===== src/rtl/rcsr_cfg.svh =====
`ifndef RCSR_CFG_SVH
`define RCSR_CFG_SVH

// ----------------------------------------------------------------
// register addresses on the multiplexed address/data bus
// ----------------------------------------------------------------
`define RCSR_OFS_RATE       8'h0A
`define RCSR_OFS_MODE       8'h0B
`define RCSR_OFS_FLAGS      8'h0C
`define RCSR_OFS_VALID      8'h0D

// ----------------------------------------------------------------
// field positions
// ----------------------------------------------------------------
// rate_and_divider_control
`define RCSR_RATE_TAP       3:0
`define RCSR_RATE_BASE      6:4
`define RCSR_RATE_PEND      7
// mode_and_interrupt_enable
`define RCSR_MODE_SET       7
`define RCSR_MODE_PIE       6
`define RCSR_MODE_AIE       5
`define RCSR_MODE_UIE       4
`define RCSR_MODE_SQUARE_WAVE_ENABLE      3
`define RCSR_MODE_BIN       2
`define RCSR_MODE_H24       1
`define RCSR_MODE_DSE       0
// interrupt_flags
`define RCSR_FLG_ANY        7
`define RCSR_FLG_PER        6
`define RCSR_FLG_ALM        5
`define RCSR_FLG_UPD        4
// valid_ram_time_status
`define RCSR_VLD_BIT        7

// ----------------------------------------------------------------
// reset values and encodings
// ----------------------------------------------------------------
`define RCSR_RATE_RST       7'h00
`define RCSR_BYTE_ZERO      8'h00
`define RCSR_BASE_4M        3'h0
`define RCSR_BASE_1M        3'h1
`define RCSR_BASE_32K       3'h2
`define RCSR_EXP_4M         5'h16
`define RCSR_EXP_1M         5'h14
`define RCSR_EXP_32K        5'h0F
`define RCSR_ALM_ANY        2'h3

// ----------------------------------------------------------------
// timing
// ----------------------------------------------------------------
`define RCSR_CLK_NS         20
`define RCSR_T_BUC_NS       244000
`define RCSR_T_UC_FAST_NS   248000
`define RCSR_T_UC_SLOW_NS   1984000

`endif


===== src/rtl/rcsr_pkg.sv =====
package rcsr_pkg;

	// update sequencer states, one-hot
	typedef enum logic [2:0] {
		RCSR_ST_IDLE = 3'b001,
		RCSR_ST_LEAD = 3'b010,
		RCSR_ST_RUN  = 3'b100
	} rcsr_upd_st_t;

endpackage


===== src/rtl/rcsr_alarm_cmp.sv =====
`timescale 1ns/1ps
`include "rcsr_cfg.svh"

// ----------------------------------------------------------------
// one alarm byte against one time byte
// ----------------------------------------------------------------
module rcsr_alarm_cmp #(
	parameter int W = 8
) (
	input  wire logic [W-1:0] alm_byte,
	input  wire logic [W-1:0] time_byte,
	output logic              match
);
	import rcsr_pkg::*;

	// top two bits set means any value matches
	assign match = (alm_byte[W-1:W-2] == `RCSR_ALM_ANY) || (alm_byte == time_byte);

endmodule // rcsr_alarm_cmp


===== src/rtl/rcsr_top.sv =====
// Contract
// - flag low guarantees no update starts for at least 244 us.
// - update flag is read-only and untouched by reset pin.
// - writing update-inhibit to 1 stops updates, then clears update flag.
// - update lasts 248 us on fast bases, 1984 us on 32.768 kHz.
// - each update advances time chain and compares alarm bytes.
// - base-select bits pick time base or hold divider in reset.
// - first update starts half a second after divider release.
// - base-select and tap-select bits read/write, kept over reset.
// - tap-select picks one of 15 taps or none for wave and flag.
// - inhibit low gives one advance per second; high aborts; reset keeps it.
// - periodic flag sets regardless of enable; enable gates interrupt; reset clears enable.
// - alarm flag on full match, 11XXXXXX matches anything; reset clears enable.
// - update-done enable cleared by reset and by writing inhibit to 1.
// - wave enable drives tap square wave, else pin low; reset clears.
// - binary-format bit changed only by software writes.
// - hour-format bit selects 24-hour when 1, changed only by software.
// - summer-time enable steers spring and autumn jumps; reset keeps it.
// - any-interrupt flag is OR of gated flags; drives interrupt pin low.
// - reading flag register clears all flags; reset pin low clears too.
// - periodic flag sets on each falling edge of the selected tap.
// - update-done flag sets at the end of each update.
// - unused low bits of flag and valid registers read zero.
// - valid bit zero while power sense low; set only by reading it.
`timescale 1ns/1ps
`include "rcsr_cfg.svh"

module rcsr_top #(
	parameter int unsigned T_BUC_CYC     = (`RCSR_T_BUC_NS + `RCSR_CLK_NS - 1) / `RCSR_CLK_NS,
	parameter int unsigned T_UC_FAST_CYC = (`RCSR_T_UC_FAST_NS + `RCSR_CLK_NS - 1) / `RCSR_CLK_NS,
	parameter int unsigned T_UC_SLOW_CYC = (`RCSR_T_UC_SLOW_NS + `RCSR_CLK_NS - 1) / `RCSR_CLK_NS,
	parameter int          CNT_W         = 17,
	parameter int          DIV_W         = 22
) (
	input  wire logic       SYS_CLK,
	input  wire logic       NRST,
	input  wire logic       PWR_UP_NRST,
	input  wire logic       BUS_CE_N,
	input  wire logic       BUS_AS,
	input  wire logic       BUS_DS,
	input  wire logic       BUS_RW,
	input  wire logic [7:0] BUS_AD_IN,
	output logic      [7:0] BUS_AD_OUT,
	output logic            BUS_AD_OE,
	input  wire logic       OSC_TICK,
	input  wire logic       POWER_SENSE_IN,
	input  wire logic [7:0] TIME_SEC,
	input  wire logic [7:0] TIME_MIN,
	input  wire logic [7:0] TIME_HOUR,
	input  wire logic [7:0] ALM_SEC,
	input  wire logic [7:0] ALM_MIN,
	input  wire logic [7:0] ALM_HOUR,
	output logic            IRQ_N,
	output logic            SQUARE_WAVE_OUT,
	output logic            ADVANCE_PULSE,
	output logic            UPDATE_PENDING_FLAG,
	output logic            BINARY_FORMAT_SELECT,
	output logic            HOUR24_SELECT,
	output logic            SUMMER_TIME_ENABLE
);
	import rcsr_pkg::*;

	localparam logic [CNT_W-1:0] BUC_LAST  = CNT_W'(T_BUC_CYC - 1);
	localparam logic [CNT_W-1:0] FAST_LAST = CNT_W'(T_UC_FAST_CYC - 1);
	localparam logic [CNT_W-1:0] SLOW_LAST = CNT_W'(T_UC_SLOW_CYC - 1);
	localparam logic [DIV_W-1:0] DIV_ONES  = {DIV_W{1'b1}};

	// ----------------------------------------------------------------
	// declarations
	// ----------------------------------------------------------------
	logic [7:0]       addr_r;
	logic             ds_q_r;
	logic [7:0]       ad_out_r;
	logic             ad_oe_r;
	logic [6:0]       rate_r;
	logic             set_r, pie_r, aie_r, uie_r, square_wave_enable_r, bin_r, h24_r, dse_r;
	logic             pf_r, af_r, uf_r;
	logic             vrt_r;
	logic             irq_n_r;
	logic             sqw_r;
	logic             adv_r;
	logic             uip_r;
	rcsr_upd_st_t     state_r;
	logic [CNT_W-1:0] upd_cnt_r;
	logic [DIV_W-1:0] div_cnt_r;
	logic             div_run_q_r;
	logic             tap_q_r;

	logic             acc, rd, wr;
	logic             rd_flags, rd_valid, wr_rate, wr_mode, mapped;
	logic [7:0]       rd_val;
	logic [2:0]       base_sel;
	logic [3:0]       tap_sel;
	logic             div_run, div_release;
	logic [4:0]       base_exp;
	logic [DIV_W-1:0] div_mask, div_half;
	logic             sec_evt;
	logic [4:0]       tap_exp, tap_idx;
	logic             tap_on, tap_bit;
	logic             pf_evt, af_evt, uf_evt;
	logic             upd_done;
	logic [CNT_W-1:0] uc_last;
	logic             any_interrupt_flag;
	logic [2:0]       alm_hit;

	assign base_sel = rate_r[`RCSR_RATE_BASE];
	assign tap_sel  = rate_r[`RCSR_RATE_TAP];

	// ----------------------------------------------------------------
	// bus access decode
	// ----------------------------------------------------------------
	// one access per rising data strobe while selected
	assign acc      = BUS_DS && !ds_q_r && !BUS_CE_N;
	assign rd       = acc && BUS_RW;
	assign wr       = acc && !BUS_RW;
	assign rd_flags = rd && (addr_r == `RCSR_OFS_FLAGS);
	assign rd_valid = rd && (addr_r == `RCSR_OFS_VALID);
	assign wr_rate  = wr && (addr_r == `RCSR_OFS_RATE);
	assign wr_mode  = wr && (addr_r == `RCSR_OFS_MODE);

	// address latch on address strobe
	always_ff @(posedge SYS_CLK) begin
		if (!PWR_UP_NRST) begin
			addr_r <= `RCSR_BYTE_ZERO;
			ds_q_r <= 1'b0;
		end else begin
			if (BUS_AS)
				addr_r <= BUS_AD_IN;
			ds_q_r <= BUS_DS;
		end
	end

	// read data mux, unused bits read zero
	always_comb begin
		rd_val = `RCSR_BYTE_ZERO;
		mapped = 1'b1;
		if (addr_r == `RCSR_OFS_RATE) begin
			rd_val = {uip_r, rate_r};
		end else if (addr_r == `RCSR_OFS_MODE) begin
			rd_val = {set_r, pie_r, aie_r, uie_r, square_wave_enable_r, bin_r, h24_r, dse_r};
		end else if (addr_r == `RCSR_OFS_FLAGS) begin
			rd_val = {any_interrupt_flag, pf_r, af_r, uf_r, 4'h0};
		end else if (addr_r == `RCSR_OFS_VALID) begin
			rd_val = {vrt_r, 7'h00};
		end else begin
			mapped = 1'b0;
		end
	end

	// read answer, one cycle after the strobe edge
	always_ff @(posedge SYS_CLK) begin
		if (!NRST || !PWR_UP_NRST) begin
			ad_out_r <= `RCSR_BYTE_ZERO;
			ad_oe_r  <= 1'b0;
		end else begin
			ad_out_r <= rd ? rd_val : `RCSR_BYTE_ZERO;
			ad_oe_r  <= rd && mapped;
		end
	end

	// ----------------------------------------------------------------
	// rate_and_divider_control
	// ----------------------------------------------------------------
	// kept across the reset pin, update flag never written
	always_ff @(posedge SYS_CLK) begin
		if (!PWR_UP_NRST)
			rate_r <= `RCSR_RATE_RST;
		else if (wr_rate)
			rate_r <= BUS_AD_IN[6:0];
	end

	// ----------------------------------------------------------------
	// mode_and_interrupt_enable
	// ----------------------------------------------------------------
	// software-only bits, reset pin leaves them alone
	always_ff @(posedge SYS_CLK) begin
		if (!PWR_UP_NRST) begin
			set_r <= 1'b0;
			bin_r <= 1'b0;
			h24_r <= 1'b0;
			dse_r <= 1'b0;
		end else if (wr_mode) begin
			set_r <= BUS_AD_IN[`RCSR_MODE_SET];
			bin_r <= BUS_AD_IN[`RCSR_MODE_BIN];
			h24_r <= BUS_AD_IN[`RCSR_MODE_H24];
			dse_r <= BUS_AD_IN[`RCSR_MODE_DSE];
		end
	end

	// enables cleared by the reset pin
	always_ff @(posedge SYS_CLK) begin
		if (!NRST || !PWR_UP_NRST) begin
			pie_r  <= 1'b0;
			aie_r  <= 1'b0;
			uie_r  <= 1'b0;
			square_wave_enable_r <= 1'b0;
		end else if (wr_mode) begin
			pie_r  <= BUS_AD_IN[`RCSR_MODE_PIE];
			aie_r  <= BUS_AD_IN[`RCSR_MODE_AIE];
			uie_r  <= BUS_AD_IN[`RCSR_MODE_UIE] && !BUS_AD_IN[`RCSR_MODE_SET];
			square_wave_enable_r <= BUS_AD_IN[`RCSR_MODE_SQUARE_WAVE_ENABLE];
		end
	end

	// ----------------------------------------------------------------
	// divider chain
	// ----------------------------------------------------------------
	// only the three base codes run, any other holds the chain
	always_comb begin
		div_run  = 1'b1;
		base_exp = `RCSR_EXP_4M;
		case (base_sel)
			`RCSR_BASE_4M:  base_exp = `RCSR_EXP_4M;
			`RCSR_BASE_1M:  base_exp = `RCSR_EXP_1M;
			`RCSR_BASE_32K: base_exp = `RCSR_EXP_32K;
			default:        div_run  = 1'b0;
		endcase
	end

	assign div_mask    = ~(DIV_ONES << base_exp);
	assign div_half    = DIV_W'(1) << (base_exp - 5'h01);
	assign div_release = div_run && !div_run_q_r;
	assign sec_evt     = div_run && div_run_q_r && OSC_TICK && (div_cnt_r == div_mask);

	// count time-base ticks, preload half a second on release
	always_ff @(posedge SYS_CLK) begin
		if (!PWR_UP_NRST) begin
			div_cnt_r   <= '0;
			div_run_q_r <= 1'b0;
		end else begin
			div_run_q_r <= div_run;
			if (!div_run)
				div_cnt_r <= '0;
			else if (div_release)
				div_cnt_r <= div_half;
			else if (OSC_TICK)
				div_cnt_r <= (div_cnt_r == div_mask) ? '0 : div_cnt_r + DIV_W'(1);
		end
	end

	// ----------------------------------------------------------------
	// tap selection, periodic flag source and square wave
	// ----------------------------------------------------------------
	// 32.768 kHz base uses slower first two taps
	always_comb begin
		tap_on = (tap_sel != 4'h0);
		if ((tap_sel <= 4'h2) && (base_sel == `RCSR_BASE_32K))
			tap_exp = 5'h09 - {1'b0, tap_sel};
		else
			tap_exp = 5'h10 - {1'b0, tap_sel};
		tap_idx = base_exp - tap_exp - 5'h01;
		tap_bit = tap_on && div_run && (tap_idx < 5'h16) && div_cnt_r[tap_idx];
	end

	// falling edge of the selected tap marks one period
	assign pf_evt = tap_q_r && !tap_bit;

	always_ff @(posedge SYS_CLK) begin
		if (!PWR_UP_NRST)
			tap_q_r <= 1'b0;
		else
			tap_q_r <= tap_bit;
	end

	// square wave held low unless enabled
	always_ff @(posedge SYS_CLK) begin
		if (!NRST || !PWR_UP_NRST)
			sqw_r <= 1'b0;
		else
			sqw_r <= square_wave_enable_r && tap_bit;
	end

	// ----------------------------------------------------------------
	// update sequencer
	// ----------------------------------------------------------------
	assign uc_last  = (base_sel == `RCSR_BASE_32K) ? SLOW_LAST : FAST_LAST;
	assign upd_done = (state_r == RCSR_ST_RUN) && (upd_cnt_r == uc_last) && !set_r && div_run;

	// pending flag rises a full lead time before the update; not on reset pin
	always_ff @(posedge SYS_CLK) begin
		if (!PWR_UP_NRST) begin
			state_r   <= RCSR_ST_IDLE;
			upd_cnt_r <= '0;
			uip_r     <= 1'b0;
		end else begin
			case (state_r)
				RCSR_ST_IDLE: begin
					upd_cnt_r <= '0;
					if (sec_evt && !set_r) begin
						state_r <= RCSR_ST_LEAD;
						uip_r   <= 1'b1;
					end
				end
				RCSR_ST_LEAD: begin
					if (set_r || !div_run) begin
						state_r <= RCSR_ST_IDLE;
						uip_r   <= 1'b0;
					end else if (upd_cnt_r == BUC_LAST) begin
						state_r   <= RCSR_ST_RUN;
						upd_cnt_r <= '0;
					end else begin
						upd_cnt_r <= upd_cnt_r + CNT_W'(1);
					end
				end
				RCSR_ST_RUN: begin
					if (set_r || !div_run || (upd_cnt_r == uc_last)) begin
						state_r <= RCSR_ST_IDLE;
						uip_r   <= 1'b0;
					end else begin
						upd_cnt_r <= upd_cnt_r + CNT_W'(1);
					end
				end
				default: begin
					state_r <= RCSR_ST_IDLE;
					uip_r   <= 1'b0;
				end
			endcase
		end
	end

	// advance strobe to the time chain
	always_ff @(posedge SYS_CLK) begin
		if (!NRST || !PWR_UP_NRST)
			adv_r <= 1'b0;
		else
			adv_r <= upd_done;
	end

	// ----------------------------------------------------------------
	// alarm compare
	// ----------------------------------------------------------------
	rcsr_alarm_cmp #(.W(8)) u_cmp_sec (
		.alm_byte  (ALM_SEC),
		.time_byte (TIME_SEC),
		.match     (alm_hit[0])
	);
	rcsr_alarm_cmp #(.W(8)) u_cmp_min (
		.alm_byte  (ALM_MIN),
		.time_byte (TIME_MIN),
		.match     (alm_hit[1])
	);
	rcsr_alarm_cmp #(.W(8)) u_cmp_hour (
		.alm_byte  (ALM_HOUR),
		.time_byte (TIME_HOUR),
		.match     (alm_hit[2])
	);

	assign af_evt = upd_done && (&alm_hit);
	assign uf_evt = upd_done;

	// ----------------------------------------------------------------
	// interrupt flags and request
	// ----------------------------------------------------------------
	// read clears, but a new event in that cycle wins
	always_ff @(posedge SYS_CLK) begin
		if (!NRST || !PWR_UP_NRST) begin
			pf_r <= 1'b0;
			af_r <= 1'b0;
			uf_r <= 1'b0;
		end else begin
			pf_r <= pf_evt || (pf_r && !rd_flags);
			af_r <= af_evt || (af_r && !rd_flags);
			uf_r <= uf_evt || (uf_r && !rd_flags);
		end
	end

	assign any_interrupt_flag = (pf_r && pie_r) || (af_r && aie_r) || (uf_r && uie_r);

	always_ff @(posedge SYS_CLK) begin
		if (!NRST || !PWR_UP_NRST)
			irq_n_r <= 1'b1;
		else
			irq_n_r <= !any_interrupt_flag;
	end

	// ----------------------------------------------------------------
	// valid_ram_time_status
	// ----------------------------------------------------------------
	always_ff @(posedge SYS_CLK) begin
		if (!PWR_UP_NRST)
			vrt_r <= 1'b0;
		else if (!POWER_SENSE_IN)
			vrt_r <= 1'b0;
		else if (rd_valid)
			vrt_r <= 1'b1;
	end

	// ----------------------------------------------------------------
	// outputs
	// ----------------------------------------------------------------
	assign BUS_AD_OUT           = ad_out_r;
	assign BUS_AD_OE            = ad_oe_r;
	assign IRQ_N                = irq_n_r;
	assign SQUARE_WAVE_OUT      = sqw_r;
	assign ADVANCE_PULSE        = adv_r;
	assign UPDATE_PENDING_FLAG  = uip_r;
	assign BINARY_FORMAT_SELECT = bin_r;
	assign HOUR24_SELECT        = h24_r;
	assign SUMMER_TIME_ENABLE   = dse_r;
endmodule // rcsr_top


===== config.mk =====
export PLATFORM = sky130hd
export DESIGN_NAME = rcsr_top
export DESIGN_NICKNAME = d
export VERILOG_FILES = /design/src/rtl/rcsr_pkg.sv /design/src/rtl/rcsr_alarm_cmp.sv /design/src/rtl/rcsr_top.sv
export VERILOG_INCLUDE_DIRS = /design/src /design/src/rtl
export SDC_FILE = /design/constraint.sdc
export NUM_CORES = 1
export LEC_CHECK = 0
export BUFFER_PORTS_ARGS = -buffer_cell sky130_fd_sc_hd__buf_2
export CAP_MARGIN = 20
export CORE_ASPECT_RATIO = 0.8
export CORE_MARGIN = 5
export CORE_UTILIZATION = 50
export CTS_CLUSTER_SIZE = 40
export DETAILED_ROUTE_END_ITERATION = 8
export PLACE_DENSITY_LB_ADDON = 0.25
export RECOVER_POWER = 50
export SLEW_MARGIN = 20
export SYNTH_ARGS = -nofsm -noshare
export SYNTH_HDL_FRONTEND = slang
export SYNTH_SLANG_ARGS = --single-unit

===== constraint.sdc =====
create_clock -name SYS_CLK -period 2.95 [get_ports SYS_CLK]
set_input_delay 0.4425 -clock SYS_CLK [delete_from_list [all_inputs] [get_ports SYS_CLK]]
set_output_delay 0.4425 -clock SYS_CLK [all_outputs]
set_load 0.005 [all_outputs]

==> run metrics <==
placed cells=810; GR Util All Layers=0.229; hold_sp=POWER_SENSE_IN; pin slew with the least headroom to its limit=0.786 ns; CP max stage cell=fa_2; Tmin final=3.17 ns; r2r endpoint=SQUARE_WAVE_OUT; Post-Syn Nets=about 670; R2R setup slack=-0.22 ns; failing checks=negative setup slack; VDD IR max=roughly 0.39 mV; # IOs=81; register area share after synthesis=0.348; vias in the first global route=4632; power share of the clock group=0.461; Period Utilization, post-route=1.08; GRT met1 Usage=0.317; RSZ-0062 raised after global routing=true; synthesized flop and latch total=85; Final Hold Fails=0; first-pass GRT wire length=22.5 mm; Unique masters post-synth=63; Post-DP HPWL=9.89 mm; Area contributors post-synth=dfxtp_1 (35%), xor2_1 (8.2%), nor2_1 (6.0%); Final Instance Area=approximately 0.0061 sq mm; largest net degree at the start of global routing=23; Worst Path Buf+Inv=2; clk_skew=0.0125 ns; combinational power share=0.066; die height=between 90 and 100 um; WL final=13.3 mm; CTS buffer count=9; row count=32; Fillers=between 800 and 900; CP Cell Sequence=or4b_4 > a21oi_4 > xnor2_2 > ha_2 > inv_2 > fa_2 > mux4_2 > o2111ai_2 > nand4_1 > mux2i_2 > buf_4 > nor2_2; Final Max Tran Viols=0; status=finished, violations left; H-tree depth=3; pre-CTS WS=-0.208 ns; met3 Resource Use GR=0.0516; P per Cell Area=407 mW/mm^2; Max-slew headroom=0.474; Yosys top cell by area=dfxtp_1; gr busiest metal=met2; Root Buffer=clkbuf_16; synth cell count leaders=dfxtp_1 (85), nor2_1 (78), nand2_1 (50); crit path kind=flip-flop to flip-flop; CP endpoint kind=flip-flop; core footprint=0.00961 sq mm; Internal=roughly 1800 uW; slowest stage delay, CP=0.60 ns; die width=121 um; Synth top area share=0.348; switching power=about 640 uW; Syn Std Cell Area=between 0.004 and 0.005 sq mm; Mapped Avg Cell Area=around 8.3 sq um; non-filler cells, final=831; top_reg_cell synth=dfxtp_1; Cells after Synth=590; number of flops mapped to enable cells by yosys=0; total number of yosys warnings=0; Antenna Cells=0; most frequent cell after synthesis=dfxtp_1; setup ws final=-0.225 ns; reg2reg start=rate_r[6]; hold-critical path endpoint=vrt_r; final layout net count=786; worst hold path class=input port to flip-flop; crit path max fanout=6; grt ovf=0; CP Launch Type=flip-flop; routability congestion estimate=0.908; first drt pass iteration count=5; Max Clock Freq=315 MHz; CP delay by family, top=adder cells; Routed Antenna Nets=0; CTS Sinks=85; share of layout cells above drive strength 1=0.242; routed via count=4852; drc violations=0; DR iter-0 viols=roughly 520; worst skew pair latency=0.35 ns; ys async rst share=0; drt via density=5.84; DP Area=0.00569 sq mm; Static Leakage=roughly 0.0024 uW; Syn-to-layout area delta=24.2%; die area=0.0119 sq mm; r2r worst-path depth=12; Worst Hold Depth=2; Max clock buf depth=2; Max Cap Viol=0; WL/cell=~16 um; TritonCTS clock tree=yes; met2 Use GR=0.360; critical path arrival=3.42 ns; Final setup viols=3; Total Neg Setup Slack=-0.651 ns; sw frac=0.257; Hold Buf Count CTS=0; sequential share of power=0.473; Critical Path RT=3.19 ns; antenna violations before repair=0; Starting Density=0.509; # port buffers=80; CTS clock-pin slew for the worst setup and hold paths=~0.070 ns
worst register-to-register path, stage by stage (launching register included):
cell,delay [ns]
dfxtp_2,0.33
or4b_4,0.55
a21oi_4,0.19
xnor2_2,0.16
ha_2,0.23
inv_2,0.05
fa_2,0.60
mux4_2,0.33
o2111ai_2,0.08
nand4_1,0.12
mux2i_2,0.23
buf_4,0.17
nor2_2,0.03
metal layers:
| metal | share of wire | vias to the layer above | wire, um |
|---|---|---|---|
| li1 | - | 2370 | - |
| met2 | 0.46 | 182 | 6180 |
| met3 | 0.073 | 27 | 965 |
| met1 | 0.45 | 2273 | 5940 |
| met5 | 0 | - | 0 |
| met4 | 0.016 | 0 | 215 |
registers in the layout, indices dropped and copies added (netlist names), 3 cells and up:
signal and cells:
rate_r 7, BUS_AD_OUT 8, div_cnt_r 22, addr_r 8, state_r 3, upd_cnt_r 17
what timing repair did:
action | in CTS | in global routing
setup buffers | 3 | 2
endpoints found under the hold margin | 0 | 0
gates resized for setup | 12 | 9
pin swaps | 9 | 2
endpoints found under the setup margin | 3 | 9
metrics by stage:
stage	total power [uW]	hold slack, ns	utilization
3_3_place_gp	1350	0.456	0.592
3_5_place_dp	1360	0.485	0.592
2_1_floorplan	1280	0.434	-
4_1_cts	2490	0.324	0.630
5_1_grt	2580	0.322	0.632
6_report	2470	0.326	0.632
power by group through the flow:
stage	logic (uW)	clock network (uW)	registers [uW]
final	164	1140	1170
after global routing	181	1230	1170
after CTS	163	1160	1170
after detailed placement	161	0	1200
after global placement	157	0	1190
after floorplan	86.6	0	1190
placed cells by master, fill, tap and decap left out, drive strengths merged, types with 3 or more instances in the layout:
cell type and count:
a211oi 6, a21oi 28, a222oi 3, a22oi 10, a31oi 6, and2 9
and3 12, and4 6, buf 116, clkbuf 22, dfxtp 85, ha 13
inv 25, mux2i 18, mux4 5, nand2 50, nand2b 8, nand3 41
nand4 18, nor2 78, nor2b 4, nor3 15, nor4 8, nor4b 7
nor4bb 3, o2111ai 3, o211ai 5, o21ai 16, xnor2 8, xor2 46
final cells by class:
class | instances | area, sq um | area share
Inverter | 20 | 75.1 | 0.0124
Clock buffer | 9 | 225 | 0.0371
Multi-Input combinational cell | 462 | 3100 | 0.510
Clock inverter | 7 | 76.3 | 0.0126
Tap cell | 119 | 149 | 0.0245
Timing Repair Buffer | 129 | 742 | 0.122
Sequential cell | 85 | 1710 | 0.281
kinds of logic (layout without fill, tap and decap cells):
| group | Yosys count | count (layout) | share of synthesized area |
|---|---|---|---|
| DFF | 85 | 85 | 0.348 |
| and+or+nand+nor | 271 | 271 | 0.281 |
| buffers and inverters | 43 | 165 | 0.0348 |
| adders and majority gates | 14 | 14 | 0.0374 |
| xor gates and xnor gates | 54 | 54 | 0.0968 |
| AOI/OAI and AO/OA | 99 | 99 | 0.140 |
| muxes | 24 | 24 | 0.0622 |
worst max path at each step:
| stage | endpoint | startpoint | depth (start not counted) | slack (ns) |
|---|---|---|---|---|
| 6_report | SQUARE_WAVE_OUT | rate_r[6] | 12 | -0.22 |
| 5_1_grt | tap_q_r | rate_r[6] | 12 | -0.31 |
| 4_1_cts | pf_r | rate_r[6] | 11 | -0.18 |
| 3_5_place_dp | pf_r | rate_r[4] | 11 | -0.21 |
| 3_3_place_gp | pf_r | rate_r[4] | 11 | -0.10 |
| 2_1_floorplan | pf_r | rate_r[4] | 11 | -0.008 |
Power figures use the tool's default switching activity.
